[config.mk]
export PLATFORM = sky130hd
export DESIGN_NAME = uafm_core
export DESIGN_NICKNAME = d
export VERILOG_FILES = /design/src/verilog/uafm_pkg.sv /design/src/verilog/uafm_bit_voter.sv /design/src/verilog/uafm_core.sv
export SDC_FILE = /design/constraint.sdc
export NUM_CORES = 1
export LEC_CHECK = 0
export ABC_AREA = 1
export BUFFER_PORTS_ARGS = -buffer_cell sky130_fd_sc_hd__buf_2
export CORE_ASPECT_RATIO = 1.1
export CORE_MARGIN = 3
export CORE_UTILIZATION = 61
export DETAILED_ROUTE_END_ITERATION = 6
export PLACE_DENSITY = 0.83
export SLEW_MARGIN = 20
export SYNTH_ARGS = -nofsm -noshare
export SYNTH_HDL_FRONTEND = slang
export SYNTH_SLANG_ARGS = --single-unit
[constraint.sdc]
create_clock -name clk_sys -period 2.6 [get_ports clk_sys]
set_input_delay 0.39 -clock clk_sys [delete_from_list [all_inputs] [get_ports clk_sys]]
set_output_delay 0.39 -clock clk_sys [all_outputs]
set_load 0.01 [all_outputs]
[src/verilog/uafm_pkg.sv]
// Shared constants and state types for the asynchronous serial frame engine.
// Assumes one system clock; every other rate arrives as a one-cycle tick.
package uafm_pkg;
  // Frame mode select codes
  localparam logic [1:0] MODE_SHIFT = 2'h0;
  localparam logic [1:0] MODE_UART8 = 2'h1;
  localparam logic [1:0] MODE_FIXED9 = 2'h2;
  localparam logic [1:0] MODE_VAR9 = 2'h3;
  // Divide-by-16 counter states
  localparam logic [3:0] BIT_LAST = 4'hF;
  localparam logic [3:0] SAMPLE_FIRST = 4'h7;
  localparam logic [3:0] SAMPLE_LAST = 4'h9;
  localparam logic [3:0] COUNT_RESET = 4'h0;
  // Shift register and output reset values
  localparam logic [8:0] RX_SHIFT_INIT = 9'h1FF;
  localparam logic [8:0] TX_SHIFT_RESET = 9'h000;
  localparam logic [7:0] BUF_RESET = 8'h00;
  localparam logic MODE2_FAST_RESET = 1'b0;
  localparam logic LINE_IDLE = 1'b1;
  typedef enum logic [1:0] {TX_IDLE, TX_START, TX_DATA} uafm_tx_e;
  typedef enum logic [1:0] {RX_HUNT, RX_BITS, RX_STOP} uafm_rx_e;
endpackage
[src/verilog/uafm_bit_voter.sv]
// Two-of-three bit detector for the receive path.
// Assumes sampleEn pulses three times per bit, lastSample marking the third.
`timescale 1ns/1ns
module uafm_bit_voter
  import uafm_pkg::*;
(
  input wire logic clk_sys,
  input wire logic rst_b,
  input wire logic sampleEn,
  input wire logic lastSample,
  input wire logic lineLevel,
  output logic voteValue,
  output logic voteValid
);
  logic [1:0] earlier;

  // Keep the two earlier samples of the bit
  always_ff @(posedge clk_sys) begin
    if (!rst_b) begin
      earlier <= 2'h0;
    end else if (sampleEn) begin
      earlier <= {earlier[0], lineLevel};
    end
  end

  // Majority rejects a single noisy sample
  always_ff @(posedge clk_sys) begin
    if (!rst_b) begin
      voteValue <= LINE_IDLE;
      voteValid <= 1'b0;
    end else begin
      voteValid <= sampleEn && lastSample;
      if (sampleEn && lastSample) begin
        voteValue <= (earlier[1] & earlier[0]) | (earlier[1] & lineLevel) | (earlier[0] & lineLevel);
      end
    end
  end

  property p_majority;
    @(posedge clk_sys) disable iff (!rst_b)
    sampleEn && lastSample && !lineLevel && !earlier[0] |=> !voteValue && voteValid;
  endproperty
  a_majority: assert property (p_majority) else $error("two low samples did not give a low vote");
endmodule

[src/verilog/uafm_core.sv]
// Asynchronous transmit and receive engine for the 10-bit and 11-bit frame modes.
// Assumes timer overflows and core strobes are one-cycle pulses on clk_sys;
// rxLine comes from a pin and is synchronised here.
`timescale 1ns/1ns
module uafm_core
  import uafm_pkg::*;
(
  input wire logic clk_sys,
  input wire logic rst_b,
  input wire logic [1:0] modeSel,
  input wire logic timer1Ovf,
  input wire logic timer2Ovf,
  input wire logic tx_timer2_select,
  input wire logic rxTimer2Select,
  input wire logic rateWrite,
  input wire logic rateFast,
  input wire logic bufWrite,
  input wire logic [7:0] bufWriteData,
  input wire logic tx_ninth_bit,
  input wire logic addr_filter_enable,
  input wire logic txDoneClear,
  input wire logic rxDoneClear,
  input wire logic rxLine,
  output logic txLine,
  output logic txBusy,
  output logic [7:0] serial_data_buffer,
  output logic rx_ninth_bit,
  output logic tx_done_flag,
  output logic rx_done_flag,
  output logic serialIrq
);
  uafm_tx_e txState;
  uafm_rx_e rxState;
  logic mode2Fast, slowToggle, fixedTick, txTick, rxTick, txRoll, txReq, txShifted, txFinish;
  logic rxMeta, rxSync, rxPrev, rxFall, sampleEn, voteValue, voteValid, rxFinal, rxLoad;
  logic [3:0] txCount, rxCount;
  logic [8:0] txShift, rxShift;

  // Mode 2 divisor control; reset leaves the slower rate selected
  always_ff @(posedge clk_sys) begin
    if (!rst_b) begin
      mode2Fast <= MODE2_FAST_RESET;
    end else if (rateWrite) begin
      mode2Fast <= rateFast;
    end
  end
  // Halving toggle gives the 16x tick of the slow fixed rate
  always_ff @(posedge clk_sys) begin
    if (!rst_b) begin
      slowToggle <= 1'b0;
    end else begin
      slowToggle <= !slowToggle;
    end
  end
  // 16x ticks per direction; the shift mode gets none and stays idle
  always_comb begin
    fixedTick = mode2Fast | slowToggle;
    case (modeSel)
      MODE_FIXED9: begin
        txTick = fixedTick;
        rxTick = fixedTick;
      end
      MODE_UART8, MODE_VAR9: begin
        txTick = tx_timer2_select ? timer2Ovf : timer1Ovf;
        rxTick = rxTimer2Select ? timer2Ovf : timer1Ovf;
      end
      default: begin
        txTick = 1'b0;
        rxTick = 1'b0;
      end
    endcase
  end
  // Transmit divide-by-16; bit times follow its rollovers, not the write
  always_ff @(posedge clk_sys) begin
    if (!rst_b) begin
      txCount <= COUNT_RESET;
    end else if (txTick) begin
      txCount <= txCount + 4'h1;
    end
  end
  assign txRoll = txTick && (txCount == BIT_LAST);
  assign txFinish = txRoll && (txState == TX_DATA) && txShifted && (txShift[8:2] == 7'h00) && txShift[1];
  // Pending request; a write once the frame has started is ignored so the frame is not torn
  // The start consumes it first, else a write on that rollover would resend
  always_ff @(posedge clk_sys) begin
    if (!rst_b) begin
      txReq <= 1'b0;
    end else if (txRoll && (txState == TX_IDLE) && txReq) begin
      txReq <= 1'b0;
    end else if (bufWrite && (txState == TX_IDLE)) begin
      txReq <= 1'b1;
    end
  end
  // Transmit sequencer: start bit, data phase, shifting, final shift
  always_ff @(posedge clk_sys) begin
    if (!rst_b) begin
      txState <= TX_IDLE;
      txShift <= TX_SHIFT_RESET;
      txShifted <= 1'b0;
      txLine <= LINE_IDLE;
    end else begin
      if (bufWrite && (txState == TX_IDLE)) begin
        // Marker one in mode 1, ninth data bit otherwise
        txShift <= {(modeSel == MODE_UART8) ? 1'b1 : tx_ninth_bit, bufWriteData};
      end
      if (txRoll) begin
        case (txState)
          TX_IDLE: begin
            if (txReq) begin
              txState <= TX_START;
              txLine <= 1'b0;
              txShifted <= 1'b0;
            end
          end
          TX_START: begin
            txState <= TX_DATA;
            txLine <= txShift[0];
          end
          TX_DATA: begin
            if (txFinish) begin
              // Last shift leaves the stop level on the line
              txState <= TX_IDLE;
              txLine <= LINE_IDLE;
            end else begin
              // First shift inserts the stop one in the 11-bit modes
              txShift <= {!txShifted && (modeSel != MODE_UART8), txShift[8:1]};
              txLine <= txShift[1];
              txShifted <= 1'b1;
            end
          end
          default: begin
            txState <= TX_IDLE;
            txLine <= LINE_IDLE;
          end
        endcase
      end
    end
  end
  // Busy lags the sequencer by one cycle
  always_ff @(posedge clk_sys) begin
    if (!rst_b) begin
      txBusy <= 1'b0;
    end else begin
      txBusy <= txReq || (txState != TX_IDLE);
    end
  end
  // Transmit done flag; completion wins over a clear in the same cycle
  always_ff @(posedge clk_sys) begin
    if (!rst_b) begin
      tx_done_flag <= 1'b0;
    end else if (txFinish) begin
      tx_done_flag <= 1'b1;
    end else if (txDoneClear) begin
      tx_done_flag <= 1'b0;
    end
  end
  // Two-flop synchroniser, then the previous 16x sample for edge hunting
  always_ff @(posedge clk_sys) begin
    if (!rst_b) begin
      rxMeta <= LINE_IDLE;
      rxSync <= LINE_IDLE;
      rxPrev <= LINE_IDLE;
    end else begin
      rxMeta <= rxLine;
      rxSync <= rxMeta;
      if (rxTick) begin
        rxPrev <= rxSync;
      end
    end
  end
  assign rxFall = rxTick && (rxState == RX_HUNT) && rxPrev && !rxSync;
  // Receive divide-by-16, realigned to each start edge
  always_ff @(posedge clk_sys) begin
    if (!rst_b) begin
      rxCount <= COUNT_RESET;
    end else if (rxFall) begin
      rxCount <= COUNT_RESET;
    end else if (rxTick) begin
      rxCount <= rxCount + 4'h1;
    end
  end
  assign sampleEn = rxTick && (rxState != RX_HUNT) && (rxCount >= SAMPLE_FIRST) && (rxCount <= SAMPLE_LAST);
  uafm_bit_voter voter (
    .clk_sys(clk_sys),
    .rst_b(rst_b),
    .sampleEn(sampleEn),
    .lastSample(rxCount == SAMPLE_LAST),
    .lineLevel(rxSync),
    .voteValue(voteValue),
    .voteValid(voteValid)
  );
  // Final shift is the vote that finds the start bit at the far end
  assign rxFinal = (rxState == RX_BITS) && voteValid && !rxShift[0];
  assign rxLoad = rxFinal && !rx_done_flag && (!addr_filter_enable || voteValue);
  // Receive sequencer
  always_ff @(posedge clk_sys) begin
    if (!rst_b) begin
      rxState <= RX_HUNT;
      rxShift <= RX_SHIFT_INIT;
    end else begin
      case (rxState)
        RX_HUNT: begin
          if (rxFall) begin
            rxState <= RX_BITS;
            rxShift <= RX_SHIFT_INIT;
          end
        end
        RX_BITS: begin
          if (voteValid) begin
            if ((rxShift == RX_SHIFT_INIT) && voteValue) begin
              rxState <= RX_HUNT;
            end else if (rxFinal) begin
              // Mode 1 hunts at once; the 11-bit modes skip the stop bit
              rxState <= (modeSel == MODE_UART8) ? RX_HUNT : RX_STOP;
            end else begin
              rxShift <= {voteValue, rxShift[8:1]};
            end
          end
        end
        RX_STOP: begin
          if (voteValid) begin
            rxState <= RX_HUNT;
          end
        end
        default: begin
          rxState <= RX_HUNT;
        end
      endcase
    end
  end
  // Buffer and ninth bit change only on an accepted frame
  always_ff @(posedge clk_sys) begin
    if (!rst_b) begin
      serial_data_buffer <= BUF_RESET;
      rx_ninth_bit <= 1'b0;
    end else if (rxLoad) begin
      serial_data_buffer <= rxShift[8:1];
      rx_ninth_bit <= voteValue;
    end
  end
  // Receive done flag; a load wins over a clear in the same cycle
  always_ff @(posedge clk_sys) begin
    if (!rst_b) begin
      rx_done_flag <= 1'b0;
    end else if (rxLoad) begin
      rx_done_flag <= 1'b1;
    end else if (rxDoneClear) begin
      rx_done_flag <= 1'b0;
    end
  end
  // Interrupt request follows the flags one cycle later
  always_ff @(posedge clk_sys) begin
    if (!rst_b) begin
      serialIrq <= 1'b0;
    end else begin
      serialIrq <= tx_done_flag || rx_done_flag;
    end
  end

  property p_txStartLow;
    @(posedge clk_sys) disable iff (!rst_b)
    txRoll && (txState == TX_IDLE) && txReq |=> !txLine && (txState == TX_START);
  endproperty
  a_txStartLow: assert property (p_txStartLow) else $error("start bit not driven low");
  property p_writeNoStart;
    @(posedge clk_sys) disable iff (!rst_b)
    bufWrite && (txState == TX_IDLE) && !txReq |=> (txState == TX_IDLE);
  endproperty
  a_writeNoStart: assert property (p_writeNoStart) else $error("sending began at the write");
  property p_txDone;
    @(posedge clk_sys) disable iff (!rst_b)
    txFinish |=> tx_done_flag && txLine && (txState == TX_IDLE);
  endproperty
  a_txDone: assert property (p_txDone) else $error("done flag or idle line missing after last shift");
  property p_rxEdge;
    @(posedge clk_sys) disable iff (!rst_b)
    rxFall |=> (rxShift == RX_SHIFT_INIT) && (rxCount == COUNT_RESET) && (rxState == RX_BITS);
  endproperty
  a_rxEdge: assert property (p_rxEdge) else $error("edge did not realign receiver");
  property p_falseStart;
    @(posedge clk_sys) disable iff (!rst_b)
    (rxState == RX_BITS) && voteValid && voteValue && (rxShift == RX_SHIFT_INIT) |=> (rxState == RX_HUNT);
  endproperty
  a_falseStart: assert property (p_falseStart) else $error("false start not rejected");
  property p_rxLoad;
    @(posedge clk_sys) disable iff (!rst_b)
    rxLoad |=> rx_done_flag && (serial_data_buffer == $past(rxShift[8:1])) && (rx_ninth_bit == $past(voteValue));
  endproperty
  a_rxLoad: assert property (p_rxLoad) else $error("accepted frame not stored");
  property p_rxDrop;
    @(posedge clk_sys) disable iff (!rst_b)
    rxFinal && rx_done_flag |=> $stable(serial_data_buffer) && $stable(rx_ninth_bit);
  endproperty
  a_rxDrop: assert property (p_rxDrop) else $error("blocked frame changed the buffer");
  property p_stopWait;
    @(posedge clk_sys) disable iff (!rst_b)
    rxFinal && (modeSel != MODE_UART8) |=> (rxState == RX_STOP);
  endproperty
  a_stopWait: assert property (p_stopWait) else $error("stop bit time not skipped");
  property p_irq;
    @(posedge clk_sys) disable iff (!rst_b)
    (tx_done_flag || rx_done_flag) |=> serialIrq;
  endproperty
  a_irq: assert property (p_irq) else $error("interrupt request missing while a flag is set");
  property p_rateReset;
    @(posedge clk_sys) !rst_b |=> !mode2Fast;
  endproperty
  a_rateReset: assert property (p_rateReset) else $error("reset did not pick slow rate");
  c_txDone: cover property (@(posedge clk_sys) disable iff (!rst_b) txFinish);
  c_rxLoad: cover property (@(posedge clk_sys) disable iff (!rst_b) rxLoad);
  c_falseStart: cover property (@(posedge clk_sys) disable iff (!rst_b)
    (rxState == RX_BITS) && voteValid && voteValue && (rxShift == RX_SHIFT_INIT));
  c_rxDrop: cover property (@(posedge clk_sys) disable iff (!rst_b) rxFinal && !rxLoad);
endmodule

==> flow_summary.toml <==
[synth]
synthesis.area_mm2 = 0.00258
syn_inst = 362
ys_seq_elements = 55
seq_area_frac_synth_pct = 42.7
synth_cell_types = 31
synth_area_per_cell_um2 = 7.13
synth_fp_nets = 390
ys_warn_count = 0

[worst_setup_path]
critPathKind = "reg2reg"
reg2reg_setup_slack_ns = 1.05
cp_slowest_cell = "dfxtp_1"
startpoint_type = "flop"
reg2reg_depth = 8
worstPathRequired_ns = 2.81
r2r-end = "txReq$_SDFFE_PP0P_"
r2r_start = "txCount[0]$_SDFFE_PN0P_"
worst_setup_path_end_kind = "flop"
worstPathArrival_ns = 1.76
critPathMaxStageDelay_ns = 0.37
worstPathCellList = "ha_1, nand3_1, a21oi_4, nand2_2, inv_1, nand3_1, o211ai_1, inv_1"
path_max_fanout = 5

[worst_hold_path]
hold_end = "rxMeta$_SDFF_PN1_"
min_path_type = "in2reg"
min_path_cells = 2
hp-start = "rxLine"

[die]
die-width_um = 68.0
placementRows = 24
ios = 38
initial_utilization_pct = 64.1
die_y_um = 74.2
die-area_mm2 = 0.00505
core_mm2 = 0.00402

[drt]
dr.max_layer_used = "met4"
met1_length_um = 2280
wl_met2_um = 2790
dr_wl_met3_um = 256
routed_wl_um = 5430
post-route-drc-count = 0
drtAntennaViolNets = 0
via_count = 2367
routedWlPerCell_um = 12.0
viasPerCell = 5.23
dr.first_iter.drc_count = 148
drt_first_pass_iters = 4

[placed_design]
dp_hpwl_um = 3970
gp_congestion = 0.832
portBuffers = 37

[sta]
slew_headroom_pct = 62.6
finalClockSkew_ns = 0.00356
rsz0062_at_grt = "no"
tightestPinTransition_ns = 0.560
fin_crit_sh_pct = 59.6
max_freq_mhz = 645
drv_slew = 0
finalHoldViolations = 0
setup_viol = 0
final.min_clock_period_ns = 1.55
setup_tns_ns = 0

[grt]
grt_pass1_wl_um = 9070
grt_max_degree = 23
grt_pass1_vias = 2263
antenna_found_initial = 0
grt_usage_pct = 23.5
grt_overflow = 0

[clock_network]
clk_pin_slew_ns = 0.10
cts_root_buf = "clkbuf_8"
clkSinkCount = 55
cts_buffers = 5
cts_buffer_depth = 2
cts_resized = 0
htree_levels = 2
cts-hold-fix-buffers = 0
post-cts-setup-buffers = 0
clock_latency_ns = 0.31
cts_tree = "yes"

[power_and_ir_drop]
leakagePower_uw = 0.00144
vdd_drop_max_v = 0.000412
power.density_mw_per_mm2 = 631

[layout]
drive_above_1_share_pct = 17.7
nFillCells = 339
post-route-util_pct = 71.7
area.growth.synth_to_final_pct = 11.8
num_antenna_cells = 0
fin_nets = 428

[outcome]
status = "finished clean"

[run]
drv_cap = 0
[Yosys cell counts]
cell type	instances	area share, %
nor3_1	4	0.78
and3_1	1	0.24
nand4_2	1	0.48
o31ai_1	1	0.29
ha_1	4	1.9
nand3_2	1	0.39
nand2_4	2	0.87
inv_1	49	7.1
nor2_4	4	1.7
o21ai_0	32	6.2
buf_2	1	0.19
a21oi_1	25	4.8
nor3b_1	3	0.87
nand3_1	29	5.6
o21ai_4	1	0.63
clkbuf_1	4	0.58
inv_2	3	0.44
nand4_1	3	0.73
a21oi_4	1	0.63
o21ai_1	1	0.19
nor2_1	45	6.5
dfxtp_1	55	43
nand2_1	74	11
or2_2	3	0.73
maj3_1	1	0.39
nor3_2	1	0.39
a21oi_2	1	0.34
buf_6	2	0.87
nand2_2	6	1.5
o211ai_1	2	0.58
nor2_2	2	0.48
[where the power goes]
| part | switching, µW | internal, µW | total, µW |
|---|---|---|---|
| combinational | 231 | 134 | 365 |
| clock | 287 | 194 | 481 |
| sequential | 63.3 | 912 | 975 |
| total | 581 | 1240 | 1820 |
[registers in the layout (all words and copies together), names as in the netlist, 2 cells and up]
register            count
serial_data_buffer      8
rxShift                 9
txState                 2
voter.earlier           2
rxState                 2
txShift                 9
rxCount                 4
txCount                 4
[critical path, delay by kind of cell (launching register included)]
family                     cells  cell delay, ns
adders and majority gates      1            0.17
and+or+nand+nor                3            0.41
DFF                            1            0.37
buffers and inverters          2            0.14
AOI/OAI and AO/OA              2            0.37
[layout by cell type, fill, tap and decap left out, drive strengths merged]
master and count:
o21ai 34, a21oi 27, clkinvlp 1, or2 3
nand2 82, ha 4, nand3 30, dfxtp 55
and3 1, buf 38, nor3b 3, nand4 4
o31ai 1, o211ai 2, nor2 51, nor3 5
clkbuf 6, inv 53, maj3 1
[per-stage QoR]
stage	hold WS, ns	total power [µW]	cell area [µm²]	instances	setup slack (ns)
after floorplan	0.393	1260	2580	362	1.27
after global placement	0.395	1340	2800	445	1.04
after global routing	0.285	1930	2890	453	0.868
final	0.289	1820	2890	453	1.05
after CTS	0.283	1830	2890	453	1.07
after detailed placement	0.407	1350	2800	445	0.956
[per-layer routing]
| layer | GRT usage [%] | vias up |
|---|---|---|
| li1 | - | 1229 |
| met1 | 24.9 | 1071 |
| met2 | 42.9 | 55 |
| met3 | 6.19 | 12 |
| met4 | 10.8 | 0 |
| met5 | 0 | - |
[kinds of logic after synthesis]
family | synth area share [%]
AND/OR/NAND/NOR | 32.1
AO/OA/AOI/OAI | 13.7
buffers and inverters | 9.21
flip-flops | 42.7
adder cells (fa/ha/maj) | 2.33
[cell type report]
| cell class | count | area (µm²) | area share (%) |
|---|---|---|---|
| clock buffer | 6 | 72.6 | 2.52 |
| clock inverter | 2 | 16.3 | 0.564 |
| inverter | 52 | 195 | 6.76 |
| multi-input combinational | 248 | 1240 | 43.1 |
| sequential | 55 | 1100 | 38.2 |
| tap | 52 | 65.1 | 2.25 |
| timing repair buffer | 38 | 193 | 6.68 |
[how the worst max path moves through the flow]
stage                                 start  cells past startpoint  slack (ns)                            to
floorplan                        modeSel[1]                      9        1.27       rxShift[0]$_SDFFE_PN1P_
global placement                 modeSel[0]                      9        1.04       rxShift[5]$_SDFFE_PN1P_
detailed placement               modeSel[0]                      9        0.96       rxShift[0]$_SDFFE_PN1P_
CTS                 txCount[0]$_SDFFE_PN0P_                      8        1.07            txReq$_SDFFE_PP0P_
global route        rxCount[0]$_SDFFE_PP0N_                     10        0.87  voter.voteValue$_SDFFE_PN1P_
finish              txCount[0]$_SDFFE_PN0P_                      8        1.05            txReq$_SDFFE_PP0P_
No activity file was read; power rests on OpenSTA's default activity.
